`config.mk`:
```
export PLATFORM = sky130hd
export DESIGN_NAME = dual_port_gpio
export DESIGN_NICKNAME = d
export VERILOG_FILES = /design/src/pkg/gpio_pkg.sv /design/src/pkg/port_ctrl_if.sv /design/src/hdl/port_pads.sv /design/src/hdl/dual_port_gpio.sv
export VERILOG_INCLUDE_DIRS = /design/src /design/src/pkg
export SDC_FILE = /design/constraint.sdc
export NUM_CORES = 1
export LEC_CHECK = 0
export BUFFER_PORTS_ARGS = -buffer_cell sky130_fd_sc_hd__buf_4
export CORE_MARGIN = 2
export CORE_UTILIZATION = 55
export CTS_CLUSTER_DIAMETER = 30
export DETAILED_ROUTE_END_ITERATION = 12
export HOLD_SLACK_MARGIN = 0.02
export MAX_ROUTING_LAYER = met4
export PLACE_DENSITY = 0.85
export SYNTH_ARGS = -nofsm -noshare
export SYNTH_HDL_FRONTEND = slang
export SYNTH_HIERARCHICAL = 1
export SYNTH_SLANG_ARGS = --single-unit
```
`constraint.sdc`:
```
create_clock -name CLK -period 1.8 [get_ports CLK]
set_input_delay 0.09 -clock CLK [delete_from_list [all_inputs] [get_ports CLK]]
set_output_delay 0.09 -clock CLK [all_outputs]
set_load 0.01 [all_outputs]
```
`src/pkg/gpio_defines.svh`:
```
// Constants for the dual bidirectional port block
`ifndef GPIO_DEFINES_SVH
`define GPIO_DEFINES_SVH

`define IO_ADDR_W 6
`define PORT_W 8

`define SECOND_PORT_PIN_SAMPLE_ADDR 6'h16
`define SECOND_PORT_DIRECTION_ADDR 6'h17
`define SECOND_PORT_OUTPUT_LATCH_ADDR 6'h18
`define FIRST_PORT_PIN_SAMPLE_ADDR 6'h19
`define FIRST_PORT_DIRECTION_ADDR 6'h1A
`define FIRST_PORT_OUTPUT_LATCH_ADDR 6'h1B

`define PORT_RESET_VALUE 8'h00
`define READ_UNMAPPED_VALUE 8'h00

`define BIT_TIMER_ZERO 0
`define BIT_TIMER_ONE 1
`define BIT_COMP_POS 2
`define BIT_COMP_NEG 3
`define BIT_SPI_SS 4
`define BIT_SPI_MOSI 5
`define BIT_SPI_MISO 6
`define BIT_SPI_SCK 7

`define SYNC_STAGES 2

`endif

```
`src/pkg/gpio_pkg.sv`:
```
// Types shared by the port block
`default_nettype none
package gpio_pkg;
  typedef logic [7:0] port_byte_t;
  typedef logic [5:0] io_addr_t;
  typedef enum logic [2:0] {
    SEL_NONE = 3'b000,
    SEL_A_LATCH = 3'b001,
    SEL_A_DIR = 3'b010,
    SEL_A_PIN = 3'b011,
    SEL_B_LATCH = 3'b100,
    SEL_B_DIR = 3'b101,
    SEL_B_PIN = 3'b110
  } reg_sel_t;
endpackage : gpio_pkg
`default_nettype wire

```
`src/pkg/port_ctrl_if.sv`:
```
// Control and sample signals between register logic and one port
`timescale 1ns/100ps
`default_nettype none
interface port_ctrl_if;
  import gpio_pkg::*;
  port_byte_t dir;
  port_byte_t latch;
  logic pullup_disable;
  port_byte_t force_input;
  port_byte_t alt_drive;
  port_byte_t alt_value;
  port_byte_t sample;
  modport ctrl (output dir, output latch, output pullup_disable, output force_input,
    output alt_drive, output alt_value, input sample);
  modport pad (input dir, input latch, input pullup_disable, input force_input,
    input alt_drive, input alt_value, output sample);
endinterface : port_ctrl_if
`default_nettype wire

```
`src/hdl/port_pads.sv`:
```
// Pad control and pin synchronizer for one 8-bit port
`timescale 1ns/100ps
`default_nettype none
`include "gpio_defines.svh"
module port_pads
  import gpio_pkg::*;
(
  // Clock and reset
  input wire logic clk,
  input wire logic reset,
  // Register side
  port_ctrl_if.pad ctrl,
  // Pins
  input wire logic [7:0] pin_in,
  output logic [7:0] pin_out,
  output logic [7:0] pin_oe,
  output logic [7:0] pin_pullup
);
  port_byte_t sync_first;
  port_byte_t sync_second;

  // Two-stage synchronizer
  always_ff @(posedge clk) begin
    if (reset) begin
      sync_first <= `PORT_RESET_VALUE;
      sync_second <= `PORT_RESET_VALUE;
    end else begin
      sync_first <= pin_in;
      sync_second <= sync_first;
    end
  end

  assign ctrl.sample = sync_second;

  genvar n;
  generate
    for (n = 0; n < `PORT_W; n++) begin : g_pin
      logic is_output;
      assign is_output = ctrl.dir[n] & ~ctrl.force_input[n];
      // Reset gates the driver without waiting for a clock
      assign pin_oe[n] = is_output & ~reset;
      assign pin_out[n] = ctrl.alt_drive[n] ? ctrl.alt_value[n] : ctrl.latch[n];
      assign pin_pullup[n] = ~is_output & ctrl.latch[n] & ~ctrl.pullup_disable & ~reset;
    end
  endgenerate
endmodule : port_pads
`default_nettype wire

```
`src/hdl/dual_port_gpio.sv`:
```
// Two 8-bit bidirectional ports with I/O register access and SPI pin override
`timescale 1ns/100ps
`default_nettype none
`include "gpio_defines.svh"
module dual_port_gpio
  import gpio_pkg::*;
(
  // Clock and reset
  input wire logic CLK,
  input wire logic RESET,
  // I/O register access
  input wire logic [5:0] IO_ADDR,
  input wire logic IO_WR,
  input wire logic IO_RD,
  input wire logic [7:0] IO_WDATA,
  output logic [7:0] IO_RDATA,
  // Global settings
  input wire logic GLOBAL_PULLUP_DISABLE,
  // SPI control and data
  input wire logic SPI_ENABLE,
  input wire logic SPI_MASTER,
  input wire logic SPI_SCK_OUT,
  input wire logic SPI_MOSI_OUT,
  input wire logic SPI_MISO_OUT,
  output logic SPI_SCK_IN,
  output logic SPI_MOSI_IN,
  output logic SPI_MISO_IN,
  output logic SPI_SS_IN,
  output logic SPI_SLAVE_ACTIVE,
  // Other alternate inputs
  output logic TIMER_ZERO_COUNT_IN,
  output logic TIMER_ONE_COUNT_IN,
  output logic COMPARATOR_POS_IN,
  output logic COMPARATOR_NEG_IN,
  // First port pins
  input wire logic [7:0] FIRST_PORT_PIN_IN,
  output logic [7:0] FIRST_PORT_PIN_OUT,
  output logic [7:0] FIRST_PORT_PIN_OE,
  output logic [7:0] FIRST_PORT_PULLUP,
  // Second port pins
  input wire logic [7:0] SECOND_PORT_PIN_IN,
  output logic [7:0] SECOND_PORT_PIN_OUT,
  output logic [7:0] SECOND_PORT_PIN_OE,
  output logic [7:0] SECOND_PORT_PULLUP
);
  port_ctrl_if first_ctrl ();
  port_ctrl_if second_ctrl ();

  port_byte_t first_port_output_latch;
  port_byte_t first_port_direction;
  port_byte_t second_port_output_latch;
  port_byte_t second_port_direction;
  port_byte_t first_port_pin_sample;
  port_byte_t second_port_pin_sample;
  port_byte_t next_rdata;
  reg_sel_t sel;
  logic spi_slave_mode;
  logic spi_master_mode;
  port_byte_t second_force;
  port_byte_t second_alt_drive;
  port_byte_t second_alt_value;

  // Address decode
  always_comb begin
    case (IO_ADDR)
      `FIRST_PORT_OUTPUT_LATCH_ADDR: sel = SEL_A_LATCH;
      `FIRST_PORT_DIRECTION_ADDR: sel = SEL_A_DIR;
      `FIRST_PORT_PIN_SAMPLE_ADDR: sel = SEL_A_PIN;
      `SECOND_PORT_OUTPUT_LATCH_ADDR: sel = SEL_B_LATCH;
      `SECOND_PORT_DIRECTION_ADDR: sel = SEL_B_DIR;
      `SECOND_PORT_PIN_SAMPLE_ADDR: sel = SEL_B_PIN;
      default: sel = SEL_NONE;
    endcase
  end

  // First port registers
  always_ff @(posedge CLK) begin
    if (RESET) begin
      first_port_output_latch <= `PORT_RESET_VALUE;
      first_port_direction <= `PORT_RESET_VALUE;
    end else if (IO_WR) begin
      if (sel == SEL_A_LATCH) begin
        first_port_output_latch <= IO_WDATA;
      end
      if (sel == SEL_A_DIR) begin
        first_port_direction <= IO_WDATA;
      end
    end
  end

  // Second port registers
  always_ff @(posedge CLK) begin
    if (RESET) begin
      second_port_output_latch <= `PORT_RESET_VALUE;
      second_port_direction <= `PORT_RESET_VALUE;
    end else if (IO_WR) begin
      if (sel == SEL_B_LATCH) begin
        second_port_output_latch <= IO_WDATA;
      end
      if (sel == SEL_B_DIR) begin
        second_port_direction <= IO_WDATA;
      end
    end
  end

  // Read multiplexer; pin-sample addresses ignore writes
  always_comb begin
    case (sel)
      SEL_A_LATCH: next_rdata = first_port_output_latch;
      SEL_A_DIR: next_rdata = first_port_direction;
      SEL_A_PIN: next_rdata = first_port_pin_sample;
      SEL_B_LATCH: next_rdata = second_port_output_latch;
      SEL_B_DIR: next_rdata = second_port_direction;
      SEL_B_PIN: next_rdata = second_port_pin_sample;
      default: next_rdata = `READ_UNMAPPED_VALUE;
    endcase
  end

  // Read data register
  always_ff @(posedge CLK) begin
    if (RESET) begin
      IO_RDATA <= `READ_UNMAPPED_VALUE;
    end else if (IO_RD) begin
      IO_RDATA <= next_rdata;
    end
  end

  // SPI mode decode
  assign spi_slave_mode = SPI_ENABLE & ~SPI_MASTER;
  assign spi_master_mode = SPI_ENABLE & SPI_MASTER;

  // Direction override on the second port
  always_comb begin
    second_force = 8'h00;
    second_force[`BIT_SPI_SCK] = spi_slave_mode;
    second_force[`BIT_SPI_MISO] = spi_master_mode;
    second_force[`BIT_SPI_MOSI] = spi_slave_mode;
    second_force[`BIT_SPI_SS] = spi_slave_mode;
  end

  // SPI drives its output pins when their direction allows
  always_comb begin
    second_alt_drive = 8'h00;
    second_alt_value = 8'h00;
    second_alt_drive[`BIT_SPI_SCK] = spi_master_mode;
    second_alt_value[`BIT_SPI_SCK] = SPI_SCK_OUT;
    second_alt_drive[`BIT_SPI_MOSI] = spi_master_mode;
    second_alt_value[`BIT_SPI_MOSI] = SPI_MOSI_OUT;
    second_alt_drive[`BIT_SPI_MISO] = spi_slave_mode;
    second_alt_value[`BIT_SPI_MISO] = SPI_MISO_OUT;
  end

  // First port control
  assign first_ctrl.dir = first_port_direction;
  assign first_ctrl.latch = first_port_output_latch;
  assign first_ctrl.pullup_disable = GLOBAL_PULLUP_DISABLE;
  assign first_ctrl.force_input = 8'h00;
  assign first_ctrl.alt_drive = 8'h00;
  assign first_ctrl.alt_value = 8'h00;
  assign first_port_pin_sample = first_ctrl.sample;

  // Second port control
  assign second_ctrl.dir = second_port_direction;
  assign second_ctrl.latch = second_port_output_latch;
  assign second_ctrl.pullup_disable = GLOBAL_PULLUP_DISABLE;
  assign second_ctrl.force_input = second_force;
  assign second_ctrl.alt_drive = second_alt_drive;
  assign second_ctrl.alt_value = second_alt_value;
  assign second_port_pin_sample = second_ctrl.sample;

  port_pads u_first_pads (
    .clk(CLK),
    .reset(RESET),
    .ctrl(first_ctrl.pad),
    .pin_in(FIRST_PORT_PIN_IN),
    .pin_out(FIRST_PORT_PIN_OUT),
    .pin_oe(FIRST_PORT_PIN_OE),
    .pin_pullup(FIRST_PORT_PULLUP)
  );

  port_pads u_second_pads (
    .clk(CLK),
    .reset(RESET),
    .ctrl(second_ctrl.pad),
    .pin_in(SECOND_PORT_PIN_IN),
    .pin_out(SECOND_PORT_PIN_OUT),
    .pin_oe(SECOND_PORT_PIN_OE),
    .pin_pullup(SECOND_PORT_PULLUP)
  );

  // Alternate function inputs from synchronized pins
  assign TIMER_ZERO_COUNT_IN = second_port_pin_sample[`BIT_TIMER_ZERO];
  assign TIMER_ONE_COUNT_IN = second_port_pin_sample[`BIT_TIMER_ONE];
  assign COMPARATOR_POS_IN = second_port_pin_sample[`BIT_COMP_POS];
  assign COMPARATOR_NEG_IN = second_port_pin_sample[`BIT_COMP_NEG];
  assign SPI_SS_IN = second_port_pin_sample[`BIT_SPI_SS];
  assign SPI_MOSI_IN = second_port_pin_sample[`BIT_SPI_MOSI];
  assign SPI_MISO_IN = second_port_pin_sample[`BIT_SPI_MISO];
  assign SPI_SCK_IN = second_port_pin_sample[`BIT_SPI_SCK];

  // Slave active only while select is low
  assign SPI_SLAVE_ACTIVE = spi_slave_mode & ~second_port_pin_sample[`BIT_SPI_SS];
endmodule : dual_port_gpio
`default_nettype wire

```
# Word-level counts from Yosys, hierarchy flattened
# Cells that the tools add are included.
[totals]
regBits = 72
in_bits = 40
out_inout_bits = 65
wordCells = 123
[op_classes]
eq_ne = 12
n_mux = 5
bitwise = 93
reduce_logical = 4
[op_table]
columns = ["cell", "n"]
rows = [
  ["1-bit bitwise AND", 71],
  ["8-bit case mux with 6 select lines", 1],
  ["6-bit by 5-bit == test with 1-bit output, second input constant", 6],
  ["1-bit NOT", 22],
  ["3-bit case mux with 6 select lines", 1],
  ["3-bit == test, second input constant", 3],
  ["2-bit AND reduction", 4],
  ["3-bit by 2-bit == test with 1-bit output, second input constant", 2],
  ["3-bit by 1-bit == test with 1-bit output, second input constant", 1],
  ["1-bit 2-to-1 mux", 3],
]

# Depth between registers and ports, before layout
# Gate-level depths: netlist of the first run.
[depth]
ltp_word = 8
ltp_mapped = 6
depth_no_buf = 4

# Hierarchy
# Netlist of the first run, hierarchy kept.
[modules_own_cells]
columns = ["module", "n_inst", "cells_per_inst", "area_per_inst_um2", "seq_area_each_um2"]
rows = [
  ["dual_port_gpio", 1, 206, 2029.4, 800.8],
  ["port_pads", 2, 67, 666.9, 320.3],
]

# Worst setup path after synthesis of the first run
# OpenSTA, ideal clock, no wires.
[synth_timing]
kind = "input -> register"
from = "in IO_ADDR[2]"
to = "reg second_port_output_latch[0], in the netlist second_ctrl.latch[0]"
setup_ns = 0.128
arrival_time_ns = 1.056
required_time_ns = 1.672
path_slack_ns = 0.616
stages = 6
cell_sequence = "nand4bb_1 > buf_6 > nor4b_4 > buf_6 > mux2i_1 > nor2_1"
[synth_between]
elab_chain_len = 4
elab_cells_between_ends = 9
[synth_lines]
columns = ["element", "line", "text"]
rows = [
  ["from (decl)", "dual_port_gpio.sv:12", "input wire logic [5:0] IO_ADDR,"],
  ["6-bit by 5-bit == test with 1-bit output", "dual_port_gpio.sv:65", "case (IO_ADDR)"],
  ["3-bit case mux with 6 select lines *", "dual_port_gpio.sv:65", ""],
  ["3-bit == test *", "dual_port_gpio.sv:97", "if (sel == SEL_B_LATCH) begin"],
  ["2-bit AND reduction (no line) *", "n/a", ""],
  ["to (signal assigned)", "dual_port_gpio.sv:94", "second_port_output_latch <= `PORT_RESET_VALUE;"],
  ["to (decl)", "dual_port_gpio.sv:51", "port_byte_t second_port_output_latch;"],
]
# Every way passes the cells marked *; elsewhere a longest branch is shown, timed or not.
# A chain may end at the register's enable or synchronous reset.

# Worst setup path in the final report of the first run
[layout_timing]
from = "reg first_port_output_latch[2], in the netlist first_ctrl.latch[2]"
to = "reg IO_RDATA[2]"
[layout_between]
elab_chain_len = 1
[layout_lines]
columns = ["element", "line", "text"]
rows = [
  ["from (decl)", "dual_port_gpio.sv:49", "port_byte_t first_port_output_latch;"],
  ["from (signal assigned)", "dual_port_gpio.sv:79", "first_port_output_latch <= `PORT_RESET_VALUE;"],
  ["8-bit case mux with 6 select lines", "dual_port_gpio.sv:108", "case (sel)"],
  ["to (signal assigned)", "dual_port_gpio.sv:122", "IO_RDATA <= `READ_UNMAPPED_VALUE;"],
  ["to (signal assigned)", "dual_port_gpio.sv:124", "IO_RDATA <= next_rdata;"],
  ["to (decl)", "dual_port_gpio.sv:16", "output logic [7:0] IO_RDATA,"],
]
# Every way passes these cells.

==> impl_metrics.csv, run 1 <==
group,metric,value,unit
routing,viasPerCell,5.15,
routing,postRouteAntennaNets,0,
worst_setup_path,max_stage_delay,0.34,ns
clocking,cts_hold_buf,17,
yosys,syn-cell-area,3360,µm²
layout,final_nets,537,
global_routing,grt_max_degree,57,
floorplanning,initial_core_util,56.8,%
power,p_leak,2.30,nW
timing,worst_pin_slew,0.661,ns
yosys,yosysTopAreaCellShare,42.9,%
worst_setup_path,critPathBufInv,0,
global_routing,grt_pass1_vias,2918,
routing,drc,0,
power,vdd_drop_max,0.575,mV
worst_setup_path,worstSetupEndpointType,"register",
global_routing,grt_pass1_wl,13900,µm
yosys,yosysMostFrequentCell,"dfxtp_1",
yosys,synth-edff-count,0,
floorplanning,die_area,6760,µm²
yosys,yosysUniqueCellTypes,29,
routing,wl,8780,µm
power,swShare,23.1,%
clocking,max-clock-path-buffers,2,
power,p_clk_share,40.0,%
worst_setup_path,cp.required,2.00,ns
hold_path,hp-class,"in2reg",
power,pwr-share-comb,10.9,%
power,p_sw,0.000771,W
worst_setup_path,rr_worst_depth,4,
global_routing,grtUsageMet1,34.2,%
timing,holdWs,0.0275,ns
floorplanning,die_width,82.2,µm
routing,vias,2974,
power,power_density,714,nW/µm²
worst_setup_path,worst_setup_path_start_kind,"register",
layout,final_area,4680,µm²
global_routing,use_met3,4.78,%
clocking,insertion_delay,0.34,ns
placement,dpl.hpwl,5870,µm
worst_setup_path,critPathArrivalTime,1.53,ns
worst_setup_path,crit_family,"compound AO/OA/AOI/OAI gates",
timing,setup_ws,0.467,ns
floorplanning,io_pins,105,
yosys,ys_warn_count,6,
timing,max_slew_margin,55.9,%
yosys,synth_common_cells,"72 x dfxtp_1, 48 x mux2i_1, 48 x nor2_1",
clocking,cts.sinks,72,
yosys,ys_ff_latch,72,
timing,rsz0062_at_grt,"false",
worst_setup_path,path_depth,4,
placement,dp_slack,0.263,ns
timing,hold_violations,0,
routing,drt-initial-drc-count,277,
layout,diodes,0,
job,drv_cap,0,
clocking,post_cts_buffers,0,
worst_setup_path,cp_slowest_cell,"dfxtp_1",
floorplanning,num_rows,28,
timing,setup_viol,0,
timing,fin_crit,1.33,ns
timing,finalClockSkew,0.00622,ns
routing,wire_per_inst,15.2,µm
clocking,cts_tree,"yes",
global_routing,grt-ovfl-total,0,
worst_setup_path,path_max_fanout,4,
yosys,ys_top_cells_by_area,"dfxtp_1 43%, mux2i_1 14%, mux2_2 8.0%",
clocking,cts_root_buffer,"clkbuf_8",
placement,place_congestion,0.832,
global_routing,top_usage_layer,"met2",
worst_setup_path,crit_chain,"mux2_2, and3_1, o31ai_1, a21oi_1",
placement,numPortBuffers,104,
layout,fillers,414,
status,status,"finished clean",
timing,fin_crit_sh,74.1,%
timing,drv_slew,0,
hold_path,min_path_cells,3,
timing,fin_setup_tns,0,ns
power,intPower,0.00257,W
floorplanning,fp.dieH,82.2,µm
clocking,cts_buffers,9,
routing,first_pass_iters,4,
global_routing,antenna_found_initial,0,
yosys,syn_avg_cell_area,9.89,µm²
placement,dpl_cell_area,4300,µm²
clocking,ctsResizeCount,0,
layout,areaGrowthSynthToFinish,39.3,%
clocking,htree_levels,3,
yosys,synthArstFlopShare,0,%
clocking,clk_pin_slew,0.08,ns
global_routing,use_met2,45.4,%
yosys,seq_area_frac_synth,42.9,%
yosys,yosys_most_used_dff,"dfxtp_1",
yosys,yosysTopAreaCell,"dfxtp_1",
global_routing,grt_usage,28.2,%
layout,drive_gt1_share,31.5,%
timing,max_freq,750,MHz
worst_setup_path,critical_path_class,"reg2reg",
yosys,netlist_instances,340,
power,seqPwrFrac,49.1,%
floorplanning,core_area,5920,µm²
[flip-flops by register name, summed over array words and instances, names as in the netlist]
name / count
first_ctrl.dir: 8
u_second_pads/sync_first: 8
IO_RDATA: 8
second_ctrl.latch: 8
second_ctrl.dir: 8
u_second_pads/ctrl.sample: 8
first_ctrl.latch: 8
u_first_pads/ctrl.sample: 8
u_first_pads/sync_first: 8
[layout make-up]
class / instances / area (µm²) / share of cell area [%]
Clock buffer: 12 / 165 / 3.53
Clock inverter: 4 / 51.3 / 1.10
Inverter: 1 / 3.75 / 0.0801
Multi-Input combinational cell: 286 / 1920 / 41.0
Sequential cell: 72 / 1440 / 30.8
Tap cell: 75 / 93.8 / 2.00
Timing Repair Buffer: 127 / 1010 / 21.5
[worst min-delay path, delay by kind of cell]
family,cells,cell delay (ns)
buf+inv,1,0.11
simple gates,1,0.07
mux,1,0.06
[stage by stage]
stage | utilization [%] | std cells | total power [W]
floorplan | - | 377 | 0.00186
global placement | 72.6 | 544 | 0.00200
CTS | 79.1 | 577 | 0.00335
detailed placement | 72.6 | 544 | 0.00201
global route | 79.1 | 577 | 0.00347
finish | 79.1 | 577 | 0.00334
[metal layers]
metal / share of wire (%) / wire length (µm)
met4: 2.7 / 233
met3: 7.0 / 614
met1: 42 / 3660
met5: 0 / 0
met2: 49 / 4270
[kinds of logic after synthesis]
kind of cell    share of synthesized area, %
compound gates                          3.35
buf+inv                                 4.17
flops                                   42.9
mux                                     22.3
other cells                            0.112
simple gates                            27.2
[power groups by stage]
stage	combinational (W)	clock, W	sequential, W
floorplan	0.000180	0	0.00168
global placement	0.000325	0	0.00168
detailed placement	0.000330	0	0.00168
CTS	0.000361	0.00135	0.00164
global route	0.000395	0.00143	0.00164
finish	0.000365	0.00134	0.00164
[final timing paths]
path	start	end	slack [ns]
min reg2reg	u_first_pads/sync_first[2]	u_first_pads/ctrl.sample[2]	0.44
max	first_ctrl.latch[2]	IO_RDATA[2]	0.47
min	IO_WDATA[3]	first_ctrl.latch[3]	0.03
max reg2reg	first_ctrl.latch[2]	IO_RDATA[2]	0.47
[placed cells by master (no fill, tap or decap)]
cell / n
buf_4: 109
dfxtp_1: 72
mux2i_1: 48
nor2_1: 48
conb_1: 38
nor2b_1: 34
mux2_2: 24
and3_1: 24
nand2b_1: 18
dlygate4sd3_1: 17
nor3_1: 16
clkbuf_8: 12
nand2_1: 8
o31ai_1: 8
a21oi_1: 8
nor2_4: 2
and2_1: 1
nand3b_4: 1
nand2_2: 1
nor3_4: 1
clkinv_1: 1
and4bb_1: 1
nand4bb_1: 1
a211oi_2: 1
nand4_4: 1
nand4b_1: 1
nor4b_4: 1
bufinv_16: 1
clkinv_2: 1
clkinv_4: 1
clkinvlp_4: 1
buf_12: 1
(Power assumes the default switching activity.)
==> run 2: changes to the inputs <==
--- a/config.mk
+++ b/config.mk
@@ -8,12 +8,12 @@
 export LEC_CHECK = 0
 export BUFFER_PORTS_ARGS = -buffer_cell sky130_fd_sc_hd__buf_4
 export CORE_MARGIN = 2
-export CORE_UTILIZATION = 55
+export CORE_UTILIZATION = 51
 export CTS_CLUSTER_DIAMETER = 30
 export DETAILED_ROUTE_END_ITERATION = 12
 export HOLD_SLACK_MARGIN = 0.02
 export MAX_ROUTING_LAYER = met4
-export PLACE_DENSITY = 0.85
+export PLACE_DENSITY = 0.8
 export SYNTH_ARGS = -nofsm -noshare
 export SYNTH_HDL_FRONTEND = slang
 export SYNTH_HIERARCHICAL = 1
==> constraint.sdc (replaced) <==
create_clock -name CLK -period 1.35 [get_ports CLK]
set_input_delay 0.0675 -clock CLK [delete_from_list [all_inputs] [get_ports CLK]]
set_output_delay 0.0675 -clock CLK [all_outputs]
set_load 0.01 [all_outputs]
==> impl_metrics.csv, run 2 (synthesis gave the netlist of run 1 again) <==
group,metric,value,unit
layout,final_nets,566,
floorplanning,die_area,7260,µm²
timing,drv_slew,0,
worst_setup_path,crit_chain,"mux2_2, and3_1, o31ai_1, a21oi_1",
job,drv_cap,0,
clocking,insertion_delay,0.34,ns
hold_path,hp-class,"in2reg",
placement,place_congestion,0.908,
layout,areaGrowthSynthToFinish,47.0,%
timing,fin_crit,1.31,ns
clocking,clk_pin_slew,0.07,ns
worst_setup_path,path_max_fanout,4,
layout,final_cell_mix,"129 x buf_4, 72 x dfxtp_1, 48 x mux2i_1, 48 x nor2_1, 38 x conb_1",
routing,drc,0,
global_routing,grt_max_degree,32,
floorplanning,io_pins,105,
global_routing,grt_usage,26.4,%
clocking,cts_root_buffer,"clkbuf_8",
layout,drive_gt1_share,33.5,%
power,power_density,916,nW/µm²
timing,fin_crit_sh,97.3,%
timing,max_freq,761,MHz
routing,wl,8860,µm
global_routing,antenna_found_initial,0,
timing,hold_violations,0,
routing,vias,3016,
global_routing,grt-ovfl-total,0,
timing,setup_viol,0,
worst_setup_path,critical_path_class,"reg2reg",
routing,drt-initial-drc-count,158,
clocking,cts.sinks,72,
layout,fillers,457,
worst_setup_path,worstSetupEndpointType,"register",
timing,setup_ws,0.0368,ns
routing,viasPerCell,4.96,
routing,wire_per_inst,14.6,µm
worst_setup_path,crit_family,"compound AO/OA/AOI/OAI gates",
timing,fin_setup_tns,0,ns
timing,rsz0062_at_grt,"false",
global_routing,use_met3,4.09,%
floorplanning,initial_core_util,53.0,%
worst_setup_path,critPathArrivalTime,1.54,ns
layout,finalCoreUtilization,77.9,%
global_routing,grtUsageMet1,32.8,%
layout,final_cells,608,
placement,dp_slack,-0.121,ns
worst_setup_path,cp_slowest_cell,"dfxtp_1",
placement,dpl.hpwl,6440,µm
floorplanning,fp.dieH,85.2,µm
clocking,cts_buffers,9,
clocking,max-clock-path-buffers,2,
power,p_leak,2.44,nW
clocking,cts_tree,"yes",
timing,finalClockSkew,0.00616,ns
clocking,htree_levels,3,
layout,layout_commonest_cell,"buf_4",
floorplanning,num_rows,29,
routing,postRouteAntennaNets,0,
layout,diodes,0,
clocking,post_cts_buffers,0,
global_routing,grt_pass1_wl,14600,µm
worst_setup_path,cp.required,1.57,ns
worst_setup_path,worst_setup_path_start_kind,"register",
global_routing,use_met2,41.5,%
global_routing,top_usage_layer,"met2",
power,vdd_drop_max,0.661,mV
placement,dp.cells,568,
routing,first_pass_iters,4,
worst_setup_path,critPathBufInv,0,
timing,holdWs,0.0744,ns
floorplanning,die_width,85.2,µm
floorplanning,core_area,6350,µm²
status,status,"finished clean",
global_routing,grt_pass1_vias,3032,
placement,numPortBuffers,104,
worst_setup_path,max_stage_delay,0.34,ns
-- run 2: metrics by stage --
stage,power [W],area (µm²)
floorplan,0.00248,3500
global placement,0.00269,4490
detailed placement,0.00270,4490
CTS,0.00456,4940
global route,0.00470,4940
finish,0.00453,4940
-- run 2: per-layer routing --
| metal | wire length (µm) | vias to the layer above |
|---|---|---|
| met5 | 0 | - |
| met4 | 249 | 0 |
| met3 | 560 | 20 |
| met2 | 4260 | 115 |
| met1 | 3790 | 1376 |
| li1 | - | 1505 |
-- run 2: repair_timing --
item | in CTS | in global routing
hold buffers | 24 | 0
resized for setup | 0 | 0
endpoints found under the hold margin | 42 | 0
-- run 2: area by class of cell --
cell class | count | area [µm²] | area share [%]
clock buffer | 11 | 131 | 2.66
clock inverter | 5 | 81.3 | 1.65
inverter | 1 | 3.75 | 0.0759
multi-input combinational | 286 | 1920 | 38.9
sequential | 72 | 1440 | 29.2
tap | 77 | 96.3 | 1.95
timing repair buffer | 156 | 1270 | 25.7
-- run 2: final timing paths --
kind | depth (start not counted) | end | from | slack, ns
max | 4 | IO_RDATA[6] | first_ctrl.latch[6] | 0.04
min | 2 | second_ctrl.dir[4] | RESET | 0.07
max reg2reg | 4 | IO_RDATA[6] | first_ctrl.latch[6] | 0.04
min reg2reg | 1 | u_first_pads/ctrl.sample[1] | u_first_pads/sync_first[1] | 0.44
-- run 2: report_power, final --
group / total, W / internal (W) / switching (W)
Sequential: 0.00219 / 0.00217 / 0.0000175
Clock: 0.00182 / 0.00104 / 0.000776
Combinational: 0.000523 / 0.000284 / 0.000238
